$ cat config.mk
export PLATFORM = sky130hd
export DESIGN_NAME = serial_command_port
export DESIGN_NICKNAME = d
export VERILOG_FILES = /design/src/core/serial_command_port_pkg.sv /design/src/core/edge_link_if.sv /design/src/core/serial_edge_detect.sv /design/src/core/serial_command_port.sv
export VERILOG_INCLUDE_DIRS = /design/src /design/src/core
export SDC_FILE = /design/constraint.sdc
export NUM_CORES = 1
export LEC_CHECK = 0
export BUFFER_PORTS_ARGS = -buffer_cell sky130_fd_sc_hd__buf_2
export CAP_MARGIN = 5
export CELL_PAD_IN_SITES_DETAIL_PLACEMENT = 0
export CELL_PAD_IN_SITES_GLOBAL_PLACEMENT = 2
export CORE_MARGIN = 5
export CORE_UTILIZATION = 35
export DETAILED_ROUTE_END_ITERATION = 10
export PLACE_DENSITY = 0.85
export SLEW_MARGIN = 20
export SYNTH_ARGS = -nofsm -noshare
export SYNTH_HDL_FRONTEND = slang
export SYNTH_SLANG_ARGS = --single-unit
$ cat constraint.sdc
create_clock -name clock -period 3.24 [get_ports clock]
set_input_delay 0.972 -clock clock [delete_from_list [all_inputs] [get_ports clock]]
set_output_delay 0.972 -clock clock [all_outputs]
set_load 0.05 [all_outputs]
$ cat src/core/serial_command_port_consts.svh
// Constants for the serial command port: bit counts, command codes, field positions, reset values
`ifndef SERIAL_COMMAND_PORT_CONSTS_SVH
`define SERIAL_COMMAND_PORT_CONSTS_SVH

`define SCP_BIT_ZERO 3'h0
`define SCP_BIT_LAST 3'h7
`define SCP_BIT_STEP 3'h1
`define SCP_BYTE_CLR 8'h00
`define SCP_STAT_PAD 4'h0

`define SCP_PUP_MASK 8'hFE
`define SCP_PUP_CODE 8'h00
`define SCP_WCM_BIT 0
`define SCP_ANALOG_SETUP_CMD_MASK 8'hFC
`define SCP_ANALOG_SETUP_CMD_CODE 8'h04
`define SCP_MIXED_VOLUME_CMD_CODE 8'h08
`define SCP_NIB_MASK 8'hF0
`define SCP_PHRASE_SELECT_CMD_CODE 8'h30
`define SCP_PLAY_CODE 8'h40
`define SCP_SILENCE_INSERT_CMD_CODE 8'h50
`define SCP_CHANNEL_VOLUME_CMD_CODE 8'h70
`define SCP_FAULT_CLEAR_CMD_CODE 8'hB0

`define SCP_CH_HI 3
`define SCP_CH_LO 2
`define SCP_CHANNEL_VOLUME_CMD_HI 4
`define SCP_CHANNEL_VOLUME_CMD_LO 0
`define SCP_CHANNEL_VOLUME_CMD_W 5
`define SCP_MIXED_VOLUME_CMD_HI 5
`define SCP_MIXED_VOLUME_CMD_LO 0
`define SCP_GAIN_HI 6
`define SCP_GAIN_LO 3

`define SCP_CHANNEL_VOLUME_CMD_RST 5'h00
`define SCP_MIXED_VOLUME_CMD_RST 6'h00
`define SCP_GAIN_RST 4'h0

`endif

$ cat src/core/serial_command_port_pkg.sv
// Types shared by the serial command port
package serial_command_port_pkg;

    typedef logic [7:0] byte_t;

    typedef enum logic [1:0] {
        CMD_OPCODE = 2'b00,
        CMD_OPERAND = 2'b01
    } cmd_state_t;

endpackage

$ cat src/core/edge_link_if.sv
// Carrier for a synchronised pin level and its edge pulses
`timescale 1ns/1ps
interface edge_link_if;
    logic level;
    logic rise;
    logic fall;
    modport source (output level, output rise, output fall);
    modport sink (input level, input rise, input fall);
endinterface

$ cat src/core/serial_edge_detect.sv
// Two-flop synchroniser with edge detection for one pin
`timescale 1ns/1ps
module serial_edge_detect #(
    parameter logic idle_level = 1'b0
) (
    input wire logic clock,
    input wire logic rst,
    input wire logic pin_in,
    edge_link_if.source link
);
    logic meta_r, meta_nxt;
    logic sync_r, sync_nxt;
    logic prev_r, prev_nxt;

    always_comb begin
        meta_nxt = pin_in;
        sync_nxt = meta_r;
        prev_nxt = sync_r;
    end

    always_ff @(posedge clock or posedge rst) begin
        if (rst) begin
            // Reset to the pin's idle level so no false edge follows reset
            meta_r <= idle_level;
            sync_r <= idle_level;
            prev_r <= idle_level;
        end else begin
            meta_r <= meta_nxt;
            sync_r <= sync_nxt;
            prev_r <= prev_nxt;
        end
    end

    assign link.level = sync_r;
    assign link.rise = sync_r && !prev_r;
    assign link.fall = !sync_r && prev_r;
endmodule

$ cat src/core/serial_command_port.sv
// Serial command and status port: byte framing, double-entry check, command decode
// Function
// Host lowers chip select, sends command bytes MSB first, one bit per clock.
// Command executes at the eighth active serial clock edge of the byte.
// While chip select low, status bits are driven out in step with clock.
// Edge select low: sample input on rising, change output on falling edges.
// Edge select high: sample input on falling, change output on rising edges.
// Commands accepted with chip select held low, framed by counting edges.
// Chip select high resets interface, dropping partial byte and bit count.
// Serial data output is released whenever chip select is high.
// Status read shifts out each playback channel's status in turn.
// Double-entry mode is set only by the power-up command.
// In double-entry mode host sends each byte twice in a row.
// In double-entry mode a command runs only if both copies match.
// A copy mismatch raises the error output and keeps it high.
// The error output clears only on the fault clear command.
// Channel, mixed and analog gain volume are set by three separate commands.
// Host sends only while busy output is high; six commands take two bytes.
// Power-up command has bits 7..1 zero; bit 0 selects double-entry mode.
// Bit counter restarts after each byte so framing continues with select low.
`timescale 1ns/1ps
`include "serial_command_port_consts.svh"
module serial_command_port (
    input wire logic clock,
    input wire logic rst,
    input wire logic chip_select_n,
    input wire logic serial_clk,
    input wire logic serial_din,
    input wire logic edge_select_pin,
    input wire logic [3:0] channel_status,
    input wire logic core_busy,
    output logic serial_dout,
    output logic serial_dout_oe,
    output logic error_out,
    output logic command_busy_n,
    output logic double_entry_mode,
    output logic cmd_valid,
    output serial_command_port_pkg::byte_t cmd_code,
    output serial_command_port_pkg::byte_t cmd_data,
    output logic [19:0] channel_volume,
    output logic [5:0] mixed_volume,
    output logic [3:0] analog_gain
);
    import serial_command_port_pkg::*;

    ////////////////////////////////////////////////////////////////////////////////
    // Pin synchronisers
    edge_link_if sck_link();
    edge_link_if cs_link();
    edge_link_if din_link();
    edge_link_if phase_link();

    serial_edge_detect u_sck (.clock(clock), .rst(rst), .pin_in(serial_clk), .link(sck_link.source));
    // Select idles high, so the output stays released through reset
    serial_edge_detect #(.idle_level(1'b1)) u_cs (.clock(clock), .rst(rst), .pin_in(chip_select_n), .link(cs_link.source));
    serial_edge_detect u_din (.clock(clock), .rst(rst), .pin_in(serial_din), .link(din_link.source));
    serial_edge_detect u_phase (.clock(clock), .rst(rst), .pin_in(edge_select_pin), .link(phase_link.source));

    logic cs_high;
    logic samp_edge;
    logic launch_edge;

    assign cs_high = cs_link.level;
    // Edges count only while selected; a permanently low select still frames bytes
    assign samp_edge = !cs_high && (phase_link.level ? sck_link.fall : sck_link.rise);
    assign launch_edge = !cs_high && (phase_link.level ? sck_link.rise : sck_link.fall);

    ////////////////////////////////////////////////////////////////////////////////
    // Bit shifting
    logic [2:0] bit_cnt_r, bit_cnt_nxt;
    byte_t in_shift_r, in_shift_nxt;
    byte_t out_shift_r, out_shift_nxt;
    logic byte_done;
    byte_t byte_val;

    always_comb begin
        bit_cnt_nxt = bit_cnt_r;
        in_shift_nxt = in_shift_r;
        out_shift_nxt = out_shift_r;
        byte_done = 1'b0;
        byte_val = {in_shift_r[6:0], din_link.level};
        if (cs_high) begin
            bit_cnt_nxt = `SCP_BIT_ZERO;
            in_shift_nxt = `SCP_BYTE_CLR;
            out_shift_nxt = {channel_status, `SCP_STAT_PAD};
        end else begin
            if (samp_edge) begin
                in_shift_nxt = byte_val;
                if (bit_cnt_r == `SCP_BIT_LAST) begin
                    byte_done = 1'b1;
                    bit_cnt_nxt = `SCP_BIT_ZERO;
                end else begin
                    bit_cnt_nxt = bit_cnt_r + `SCP_BIT_STEP;
                end
            end
            if (launch_edge) begin
                // A fresh status snapshot starts every byte
                if (bit_cnt_r == `SCP_BIT_ZERO) begin
                    out_shift_nxt = {channel_status, `SCP_STAT_PAD};
                end else begin
                    out_shift_nxt = {out_shift_r[6:0], 1'b0};
                end
            end
        end
    end

    always_ff @(posedge clock or posedge rst) begin
        if (rst) begin
            bit_cnt_r <= `SCP_BIT_ZERO;
            in_shift_r <= `SCP_BYTE_CLR;
            out_shift_r <= `SCP_BYTE_CLR;
        end else begin
            bit_cnt_r <= bit_cnt_nxt;
            in_shift_r <= in_shift_nxt;
            out_shift_r <= out_shift_nxt;
        end
    end

    assign serial_dout = out_shift_r[7];
    assign serial_dout_oe = !cs_high;

    ////////////////////////////////////////////////////////////////////////////////
    // Double-entry check and command decode
    function automatic logic is_two_byte(input byte_t c);
        is_two_byte = ((c & `SCP_ANALOG_SETUP_CMD_MASK) == `SCP_ANALOG_SETUP_CMD_CODE) || (c == `SCP_MIXED_VOLUME_CMD_CODE) ||
                      ((c & `SCP_NIB_MASK) == `SCP_PHRASE_SELECT_CMD_CODE) || ((c & `SCP_NIB_MASK) == `SCP_PLAY_CODE) ||
                      ((c & `SCP_NIB_MASK) == `SCP_SILENCE_INSERT_CMD_CODE) || ((c & `SCP_NIB_MASK) == `SCP_CHANNEL_VOLUME_CMD_CODE);
    endfunction

    cmd_state_t state_r, state_nxt;
    byte_t first_r, first_nxt;
    logic de_have_r, de_have_nxt;
    byte_t de_copy_r, de_copy_nxt;
    logic mode_r, mode_nxt;
    logic err_r, err_nxt;
    logic cmd_valid_r, cmd_valid_nxt;
    byte_t cmd_code_r, cmd_code_nxt;
    byte_t cmd_data_r, cmd_data_nxt;
    logic [4:0] chan_vol_r [0:3];
    logic [4:0] chan_vol_nxt [0:3];
    logic [5:0] mix_vol_r, mix_vol_nxt;
    logic [3:0] gain_r, gain_nxt;
    logic busy_n_r, busy_n_nxt;
    logic exec;
    logic mismatch;
    logic pup_exec;
    logic clear_exec;

    always_comb begin
        state_nxt = state_r;
        first_nxt = first_r;
        de_have_nxt = de_have_r;
        de_copy_nxt = de_copy_r;
        mode_nxt = mode_r;
        err_nxt = err_r;
        cmd_valid_nxt = 1'b0;
        cmd_code_nxt = cmd_code_r;
        cmd_data_nxt = cmd_data_r;
        chan_vol_nxt = chan_vol_r;
        mix_vol_nxt = mix_vol_r;
        gain_nxt = gain_r;
        busy_n_nxt = !core_busy;
        exec = 1'b0;
        mismatch = 1'b0;
        pup_exec = 1'b0;
        clear_exec = 1'b0;
        if (cs_high) begin
            de_have_nxt = 1'b0;
        end else if (byte_done) begin
            if (mode_r) begin
                if (!de_have_r) begin
                    de_have_nxt = 1'b1;
                    de_copy_nxt = byte_val;
                end else begin
                    de_have_nxt = 1'b0;
                    if (byte_val == de_copy_r) begin
                        exec = 1'b1;
                    end else begin
                        mismatch = 1'b1;
                    end
                end
            end else begin
                exec = 1'b1;
            end
        end
        if (mismatch) begin
            err_nxt = 1'b1;
        end
        if (exec) begin
            case (state_r)
                CMD_OPCODE: begin
                    if (is_two_byte(byte_val)) begin
                        state_nxt = CMD_OPERAND;
                        first_nxt = byte_val;
                    end else begin
                        cmd_valid_nxt = 1'b1;
                        cmd_code_nxt = byte_val;
                        cmd_data_nxt = `SCP_BYTE_CLR;
                        if ((byte_val & `SCP_PUP_MASK) == `SCP_PUP_CODE) begin
                            pup_exec = 1'b1;
                            mode_nxt = byte_val[`SCP_WCM_BIT];
                        end
                        if (byte_val == `SCP_FAULT_CLEAR_CMD_CODE) begin
                            clear_exec = 1'b1;
                            err_nxt = 1'b0;
                        end
                    end
                end
                CMD_OPERAND: begin
                    state_nxt = CMD_OPCODE;
                    cmd_valid_nxt = 1'b1;
                    cmd_code_nxt = first_r;
                    cmd_data_nxt = byte_val;
                    if ((first_r & `SCP_NIB_MASK) == `SCP_CHANNEL_VOLUME_CMD_CODE) begin
                        chan_vol_nxt[first_r[`SCP_CH_HI:`SCP_CH_LO]] = byte_val[`SCP_CHANNEL_VOLUME_CMD_HI:`SCP_CHANNEL_VOLUME_CMD_LO];
                    end
                    if (first_r == `SCP_MIXED_VOLUME_CMD_CODE) begin
                        mix_vol_nxt = byte_val[`SCP_MIXED_VOLUME_CMD_HI:`SCP_MIXED_VOLUME_CMD_LO];
                    end
                    if ((first_r & `SCP_ANALOG_SETUP_CMD_MASK) == `SCP_ANALOG_SETUP_CMD_CODE) begin
                        gain_nxt = byte_val[`SCP_GAIN_HI:`SCP_GAIN_LO];
                    end
                end
                default: begin
                    state_nxt = CMD_OPCODE;
                end
            endcase
        end
    end

    always_ff @(posedge clock or posedge rst) begin
        if (rst) begin
            state_r <= CMD_OPCODE;
            first_r <= `SCP_BYTE_CLR;
            de_have_r <= 1'b0;
            de_copy_r <= `SCP_BYTE_CLR;
            mode_r <= 1'b0;
            err_r <= 1'b0;
            cmd_valid_r <= 1'b0;
            cmd_code_r <= `SCP_BYTE_CLR;
            cmd_data_r <= `SCP_BYTE_CLR;
            for (int i = 0; i < 4; i++) begin
                chan_vol_r[i] <= `SCP_CHANNEL_VOLUME_CMD_RST;
            end
            mix_vol_r <= `SCP_MIXED_VOLUME_CMD_RST;
            gain_r <= `SCP_GAIN_RST;
            busy_n_r <= 1'b1;
        end else begin
            state_r <= state_nxt;
            first_r <= first_nxt;
            de_have_r <= de_have_nxt;
            de_copy_r <= de_copy_nxt;
            mode_r <= mode_nxt;
            err_r <= err_nxt;
            cmd_valid_r <= cmd_valid_nxt;
            cmd_code_r <= cmd_code_nxt;
            cmd_data_r <= cmd_data_nxt;
            chan_vol_r <= chan_vol_nxt;
            mix_vol_r <= mix_vol_nxt;
            gain_r <= gain_nxt;
            busy_n_r <= busy_n_nxt;
        end
    end

    always_comb begin
        for (int i = 0; i < 4; i++) begin
            channel_volume[i*`SCP_CHANNEL_VOLUME_CMD_W +: `SCP_CHANNEL_VOLUME_CMD_W] = chan_vol_r[i];
        end
    end

    assign error_out = err_r;
    assign command_busy_n = busy_n_r;
    assign double_entry_mode = mode_r;
    assign cmd_valid = cmd_valid_r;
    assign cmd_code = cmd_code_r;
    assign cmd_data = cmd_data_r;
    assign mixed_volume = mix_vol_r;
    assign analog_gain = gain_r;
endmodule

==> flow_metrics.tcl, run 1 <==
set metrics [dict create \
    grt_pass1_wl_mm 14.1 \
    synth-seq-cells 91 \
    power.share.clock_pct 36.1 \
    cts_sinks 91 \
    antenna_found_initial 0 \
    gp_congestion 0.784 \
    totalWireLength_mm 8.59 \
    combPwrFrac_pct 4.6 \
    clkTransAtPathRegs_ps 90 \
    finalSetupViolations 0 \
    cts_root_buf "clkbuf_8" \
    grt_use_met1_pct 17.4 \
    synthCells 280 \
    drive_gt1_share_pct 45.2 \
    die_h_um 115 \
    synth-main-ff-cell "dfrtp_1" \
    slew-limit-headroom_pct 42.7 \
    synth_top_family_by_area "multiplexers" \
    nNetsFinal 363 \
    final_cells 494 \
    numCtsBuffers 9 \
    cts_tree "built" \
    cts.repair.resized 0 \
    ir_drop_uv 228 \
    grt-ovfl-total 0 \
    multi_input_area_sq_um 1470 \
    worst_slew_pin_slew_ps 859 \
    setup_tns_ps 0 \
    synth_common_cells "dfrtp_1 (88), mux2_2 (58), clkbuf_1 (13), nand2_1 (12)" \
    p_leak_nw 2.40 \
    timing.hold.ws_ps 353 \
    synth_compound_area_share_pct 9.12 \
    synth.cell_area_sq_um 3850 \
    ys_warn_count 0 \
    yosysTopAreaCell "dfrtp_1" \
    synth_area_leaders "dfrtp_1 (57%), mux2_2 (17%), a22o_1 (2.3%)" \
    fin_crit_ps 2610 \
    synth_fp_nets 294 \
    drt_iter0_drc 75 \
    n_antenna_cell 0 \
    grtUsageTotal_pct 13.7 \
    drc 0 \
    io_buffers 62 \
    die_area_sq_um 13200 \
    pwr-share-seq_pct 59.3 \
    seq_area_sq_um 2280 \
    final_hold_viol_count 0 \
    critical-path-top-delay-family "simple AND/OR/NAND/NOR gates" \
    worstSkewPairLatency_ps 350 \
    worstPathRequired_ps 3480 \
    holdBufCountCts 0 \
    intPower_mw 1.48 \
    drv_slew 0 \
    rsz0062_at_grt "no" \
    h-tree-depth 3 \
    post_cts_buffers 0 \
    grt_pass1_vias 2780 \
    fin_crit_sh_pct 80.6 \
    fill_cells 1043 \
    num_rows 38 \
    hold_path.class "reg2reg" \
    cp_num_buf_inv 0 \
    synth_edf_count 0 \
    ys_seq_area_share_pct 59.2 \
    endpoint_kind "flop" \
    clock_skew_ps 7.93 \
    ys_async_sr_fraction_pct 100 \
    critPathSlowestCell "nor4_1" \
    drtPass1Iterations 4 \
    use_met3_pct 3.68 \
    timing.critical_path.slowest_cell_delay_ps 650 \
    worstPathCellList "xor2_1 -> nor4_1 -> a31oi_2 -> nor4b_4 -> mux2_2" \
    yosysMostFrequentCell "dfrtp_1" \
    synthMuxAreaShare_pct 18.3 \
    ant_nets 0 \
    cp_max_fo 5 \
    arrival_ps 2850 \
    grt_max_degree 39 \
    status "finished clean" \
    post_drt_via_cell_ratio 5.03 \
    maxCapViolations 0 \
    sw_frac_of_total_pct 24.4 \
    power.density_nw_per_um2 430 \
    place_hpwl_mm 6.03 \
    synthAdderAreaFrac_pct 0.974 \
    use_met2_pct 22.3 \
    die_w_um 115 \
    crit_type "reg2reg" \
    placed_cells 478 \
    grt_busiest_layer "met2" \
    ioPinCount 63 \
    synth.distinct_cells 48 \
    clock_path_buffers 2 \
    core_area_sq_um 10800 \
    synth_top_area_share_pct 57.1 \
    initial_utilization_pct 35.6 \
    yosys.area_share.simple_pct 7.85 \
    area_delta_synth_final_pct 18.2 \
    routedWlPerCell_um 17.4 \
    vias 2487 \
    fmax_mhz 383 \
    synthXorXnorAreaFrac_pct 1.82 \
    switching_power_mw 0.479 \
    syn_area_per_cell_sq_um 13.8 \
    startpoint_type "flop" \
]
## cells by family (layout without fill, tap and decap cells)
logic type,after synthesis,after routing
AO/OA/AOI/OAI,41,41
AND/OR/NAND/NOR,48,48
buffers and inverters,26,100
XOR/XNOR,8,8
flip-flops,91,91
adder cells (fa/ha/maj),3,3
multiplexers,63,63
## per-stage QoR
step | worst slack [ps] | power [mW] | instance area (sq um) | utilization, %
after floorplan | 951 | 1.24 | 3860 | -
after global placement | 624 | 1.28 | 4380 | 40.4
after detailed placement | 637 | 1.28 | 4380 | 40.4
after CTS | 621 | 1.99 | 4560 | 42.0
after global routing | 545 | 2.05 | 4560 | 42.0
final | 628 | 1.96 | 4560 | 42.0
## routing by layer
metal  vias to the layer above  wire [um]
met1                      1260       3850
met2                        57       4170
met3                        15        359
li1                       1155          -
met4                         0        205
met5                         -          0
## placed cells by master, fill, tap and decap left out, drive strengths merged, types with 2 or more instances in the layout
cell type / n
a21oi: 3
o21ai: 9
mux2i: 3
a32o: 7
or4: 2
and3: 2
a2111oi: 2
mux2: 60
clkinvlp: 3
clkinv: 2
xor2: 8
nand2b: 3
clkbuf: 11
a22o: 10
nand3: 2
nor4: 4
nand4: 2
nand2: 12
ha: 3
nor2b: 3
dfstp: 3
o31ai: 2
inv: 10
nor4b: 2
buf: 74
nor3: 2
dfrtp: 88
nor2: 8
## layout make-up
| type | instances | area share [%] |
|---|---|---|
| flip-flops and latches | 91 | 50.1 |
| multi-input cells | 163 | 32.2 |
| repair buffers | 74 | 9.06 |
| well taps | 140 | 3.84 |
| clock buffers | 11 | 3.10 |
| inverters | 10 | 0.906 |
| clock inverters | 5 | 0.824 |
## power groups by stage
stage	Combinational, mW	Sequential [mW]	Clock [mW]
detailed placement	0.0930	1.19	0
global placement	0.0904	1.19	0
floorplan	0.0528	1.19	0
global route	0.103	1.17	0.783
CTS	0.0934	1.16	0.729
finish	0.0899	1.16	0.707
## flip-flops by register name (all words and copies together), names as in the netlist, 3 cells and up
register	flops
de_copy_r	8
cmd_code	8
channel_volume	20
in_shift_r	7
cmd_data	8
mixed_volume	6
out_shift_r	4
bit_cnt_r	3
first_r	8
analog_gain	4
## worst register-to-register path: cells and delay by family, from the launching register on
kind / cells / cell delay (ps)
AND/OR/NAND/NOR: 2 / 1160
flip-flops: 1 / 400
multiplexers: 1 / 390
AO/OA/AOI/OAI: 1 / 380
XOR/XNOR: 1 / 160
## path summary, 6_finish.rpt
check / from / end / slack (ps) / depth (start not counted)
worst max-delay path: in_shift_r[2] / channel_volume[3] / 630 / 5
worst min-delay path: u_cs.meta_r / u_cs.link.level / 350 / 0
worst max register to register: in_shift_r[2] / channel_volume[3] / 630 / 5
worst min register to register: u_cs.meta_r / u_cs.link.level / 350 / 0
max in group asynchronous: rst / cmd_data[6] / 1780 / 3
min in group asynchronous: rst / analog_gain[0] / 760 / 2
Power figures use the tool's default switching activity.
==> run 2: changes to the inputs <==
Settings changed: CORE_UTILIZATION 35 to 38, PLACE_DENSITY 0.85 to 0.87.
Clock period 3.24 ns to 2.59 ns, I/O delays scaled along.
==> run 2 against run 1 <==
Critical path depth increased by 1. Worst setup slack got worse by 430 ps. Clock skew increased by 3.9 ps. Sequential power increased by 25%. Maximum frequency increased by 9.4%. Final cell count decreased by 0.20%.
==> flow_metrics.tcl, run 2 (synthesis gave the netlist of run 1 again) <==
set metrics [dict create \
    largest_reg_flops 20 \
    ioPinCount 63 \
    power.share.clock_pct 39.0 \
    maxCapViolations 0 \
    drt_iter0_drc 148 \
    grt_max_degree 44 \
    clock_skew_ps 11.9 \
    cts_tree "built" \
    rr_startpoint "u_phase.link.level" \
    final_hold_viol_count 0 \
    core_area_sq_um 9820 \
    worstPathRequired_ps 2850 \
    drtPass1Iterations 4 \
    numCtsBuffers 9 \
    fin_crit_ps 2390 \
    power.density_nw_per_um2 557 \
    grt_pass1_vias 2763 \
    switching_power_mw 0.635 \
    pwr-share-seq_pct 56.4 \
    totalWireLength_mm 8.19 \
    gp_congestion 0.789 \
    worstPathCellList "or3b_4 -> a2111oi_4 -> a31oi_2 -> nor4b_4 -> buf_4 -> mux2_2" \
    timing.critical_path.slowest_cell_delay_ps 460 \
    ant_nets 0 \
    fin_crit_sh_pct 92.2 \
    cp_num_cells 6 \
    initial_utilization_pct 39.3 \
    hold_path.class "reg2reg" \
    setup_tns_ps 0 \
    finalSetupViolations 0 \
    placed_cells 476 \
    holdBufCountCts 0 \
    nNetsFinal 369 \
    fmax_mhz 419 \
    die_area_sq_um 12300 \
    clkTransAtPathRegs_ps 100 \
    r2r_slack_ps 200 \
    drv_slew 0 \
    area_delta_synth_final_pct 20.1 \
    cp_num_buf_inv 1 \
    cts_sinks 91 \
    critPathSlowestCell "or3b_4" \
    place_hpwl_mm 5.77 \
    grt-ovfl-total 0 \
    clock_path_buffers 2 \
    critical-path-top-delay-family "simple AND/OR/NAND/NOR gates" \
    drive_gt1_share_pct 46.9 \
    final_cell_mix "dfrtp_1 (88), buf_2 (62), mux2_2 (58), buf_4 (17), nand2_1 (12)" \
    h-tree-depth 3 \
    worstSkewPairLatency_ps 370 \
    crit_type "reg2reg" \
    cp-endpoint "channel_volume[3]" \
    slew-limit-headroom_pct 46.7 \
    ir_drop_uv 252 \
    routedWlPerCell_um 16.6 \
    sw_frac_of_total_pct 24.6 \
    n_antenna_cell 0 \
    whs_path_depth 0 \
    num_rows 36 \
    p_leak_nw 2.44 \
    rsz0062_at_grt "no" \
    vias 2523 \
    cp_max_fo 5 \
    combPwrFrac_pct 4.5 \
    antenna_found_initial 0 \
    drc 0 \
    die_h_um 111 \
    crit_start "u_phase.link.level" \
    arrival_ps 2650 \
    worst_slew_pin_slew_ps 800 \
    cts_root_buf "clkbuf_8" \
    regToRegEndpoint "channel_volume[3]" \
    io_buffers 62 \
    post_drt_via_cell_ratio 5.12 \
    grtUsageTotal_pct 14.3 \
    final_common_cell "dfrtp_1" \
    ff2ff_path_depth 6 \
    die_w_um 111 \
    status "finished clean" \
    grt_pass1_wl_mm 14.2 \
    endpoint_kind "flop" \
    startpoint_type "flop" \
    intPower_mw 1.94 \
    final_cells 493 \
    post-route-util_pct 47.1 \
]
[run 2: power groups by stage]
stage                     Sequential, mW  Clock, mW  Combinational [mW]
after global routing                1.46       1.11               0.133
after floorplan                     1.49          0              0.0660
after global placement              1.48          0               0.118
after CTS                           1.45       1.04               0.120
after detailed placement            1.48          0               0.120
final                               1.45       1.01               0.117
[run 2: what timing repair did]
| action | CTS | global route |
|---|---|---|
| buffers inserted | 0 | 1 |
| resized for setup | 0 | 2 |
| endpoints found under the setup margin | 0 | 26 |
[run 2: per-stage QoR]
stage	total power, mW	hold slack [ps]	cell area (sq um)	setup WS [ps]
finish	2.58	361	4630	202
floorplan	1.56	331	3860	301
CTS	2.62	365	4610	70.1
global placement	1.60	340	4410	148
global route	2.70	372	4630	25.4
detailed placement	1.60	340	4410	91.9
[run 2: worst min path at each step]
stage / start / endpoint / slack, ps
floorplan: u_din.meta_r / u_din.link.level / 330
global placement: u_sck.meta_r / u_sck.link.level / 340
detailed placement: u_din.meta_r / u_din.link.level / 340
CTS: u_cs.meta_r / u_cs.link.level / 370
global route: u_cs.meta_r / u_cs.link.level / 370
finish: u_sck.meta_r / u_sck.link.level / 360
[run 2: worst register-to-register path, delay by kind of cell, from the launching register on]
kind | cells | cell delay, ps
multiplexers | 1 | 340
buffers and inverters | 1 | 180
AO/OA/AOI/OAI | 2 | 630
flip-flops | 1 | 420
AND/OR/NAND/NOR | 2 | 730
[run 2: cell type report]
class	instances	area, sq um
fillers	944	5190
clock buffers	9	124
clock inverters	7	82.6
well taps	133	166
inverters	10	41.3
flip-flops and latches	91	2280
repair buffers	80	458
multi-input cells	163	1480
[run 2: per-layer routing]
metal	track usage (%)	up-vias	wire [um]	part of all wire [%]
met5	0	-	0	0
met4	5.25	0	155	1.9
met3	4.64	14	379	4.6
met2	22.7	70	3850	47
met1	18.4	1275	3810	46
li1	-	1164	-	-
==> run 3: changes to the inputs <==
Settings changed: PLACE_DENSITY 0.87 to 0.79, TNS_END_PERCENT from default to 5.
==> run 3 against run 2 <==
Sequential cell count unchanged. Clock power down 14%. Worst setup slack worse by 19 ps. Final cell count up 0.20%. First-iteration DRC count down 39%. Maximum frequency down 0.81%. Final area down 0.59%. Clock skew up 1.4 ps. Power down 5.6%. Sequential share of layout area up 0.29 points. Global-route usage up 0.12 points.
==> flow_metrics.tcl, run 3 (synthesis gave the netlist of run 1 again) <==
set metrics [dict create \
    status "finished clean" \
    cts_sinks 91 \
    final_cell_mix "dfrtp_1 (88), buf_2 (62), mux2_2 (58), buf_4 (18), nand2_1 (12)" \
    io_buffers 62 \
    h-tree-depth 3 \
    arrival_ps 2650 \
    rsz0062_at_grt "no" \
    place_hpwl_mm 5.87 \
    ant_nets 0 \
    die_area_sq_um 12300 \
    numCtsBuffers 9 \
    setup_tns_ps 0 \
    hold_path.class "reg2reg" \
    post_drt_via_cell_ratio 5.08 \
    cts_tree "built" \
    clock_path_buffers 2 \
    routedWlPerCell_um 17.1 \
    post_cts_buffers 0 \
    drt_iter0_drc 91 \
    antenna_found_initial 0 \
    worstPathRequired_ps 2840 \
    fmax_mhz 415 \
    totalWireLength_mm 8.47 \
    drc 0 \
    grtUsageTotal_pct 14.5 \
    power.share.clock_pct 35.5 \
    finalSetupViolations 0 \
    clock_skew_ps 13.3 \
    fill_cells 946 \
    timing.hold.ws_ps 359 \
    crit_type "reg2reg" \
    largest_reg_flops 20 \
    switching_power_mw 0.599 \
    fin_crit_sh_pct 92.9 \
    die_h_um 111 \
    grt_pass1_vias 2653 \
    final_hold_viol_count 0 \
    gp_congestion 0.781 \
    worst_slew_pin_slew_ps 884 \
    core_area_sq_um 9820 \
    n_antenna_cell 0 \
    cts_root_buf "clkbuf_8" \
    area_delta_synth_final_pct 19.3 \
    slew-limit-headroom_pct 41.0 \
    cp_max_fo 5 \
    intPower_mw 1.83 \
    grt-ovfl-total 0 \
    nNetsFinal 370 \
    drv_slew 0 \
    grt_pass1_wl_mm 14.3 \
    power.density_nw_per_um2 529 \
    ir_drop_uv 283 \
    total_power_mw 2.43 \
    endpoint_kind "flop" \
    vias 2510 \
    worstSkewPairLatency_ps 350 \
    fin_crit_ps 2410 \
    maxCapViolations 0 \
    drtPass1Iterations 4 \
    drive_gt1_share_pct 46.5 \
    pwr-share-seq_pct 59.8 \
    ioPinCount 63 \
    initial_utilization_pct 39.3 \
    holdBufCountCts 0 \
    sw_frac_of_total_pct 24.6 \
    die_w_um 111 \
    startpoint_type "flop" \
    grt_max_degree 92 \
    combPwrFrac_pct 4.7 \
    final_common_cell "dfrtp_1" \
    clkTransAtPathRegs_ps 90 \
    num_rows 36 \
    p_leak_nw 2.43 \
]
-- run 3: power groups by stage --
stage          registers (mW)  clock network (mW)  logic (mW)
4_1_cts                  1.46               0.899       0.119
5_1_grt                  1.46               0.966       0.131
2_1_floorplan            1.49                   0      0.0660
6_report                 1.45               0.864       0.115
3_5_place_dp             1.48                   0       0.119
3_3_place_gp             1.48                   0       0.117
-- run 3: what timing repair did --
| action | in CTS | in global routing |
|---|---|---|
| gates resized for setup | 0 | 1 |
| endpoints found under the setup margin | 0 | 8 |
| endpoints found under the hold margin | 0 | 0 |
-- run 3: stage by stage --
step | setup slack (ps) | area (sq um) | std cells | util [%]
finish | 183 | 4600 | 494 | 46.9
global route | 39.9 | 4600 | 494 | 46.9
CTS | 135 | 4600 | 494 | 46.8
detailed placement | 135 | 4420 | 478 | 45.0
global placement | 176 | 4420 | 478 | 45.0
floorplan | 301 | 3860 | 280 | -
-- run 3: area by class of cell --
cell class / count / area [sq um] / area share (%)
clock buffer: 10 / 128 / 2.77
tap: 133 / 166 / 3.62
clock inverter: 6 / 47.5 / 1.03
inverter: 10 / 41.3 / 0.897
multi-input combinational: 163 / 1470 / 32.0
timing repair buffer: 81 / 465 / 10.1
sequential: 91 / 2280 / 49.6
-- run 3: critical path, stage by stage (launching register included) --
cell and delay, ps:
dfrtp_1 410, or3b_4 450, a2111oi_4 360, a31oi_2 270, nor3_2 430, mux2_2 390
-- run 3: layer usage --
metal	share of wire, %	GRT usage [%]	vias to the layer above
li1	-	-	1164
met4	1.4	4.68	0
met3	3.5	2.95	10
met1	48	20.7	1284
met5	0	0	-
met2	47	22.0	52
-- run 3: path summary, 6_finish.rpt --
check | startpoint | end | slack (ps) | cells after the start
setup / recovery | u_phase.link.level | channel_volume[12] | 180 | 5
hold / removal | u_phase.meta_r | u_phase.link.level | 360 | 0
setup reg to reg | u_phase.link.level | channel_volume[12] | 180 | 5
hold reg to reg | u_phase.meta_r | u_phase.link.level | 360 | 0
max in group asynchronous | rst | analog_gain[3] | 1680 | 3
min in group asynchronous | rst | cmd_code[2] | 540 | 3
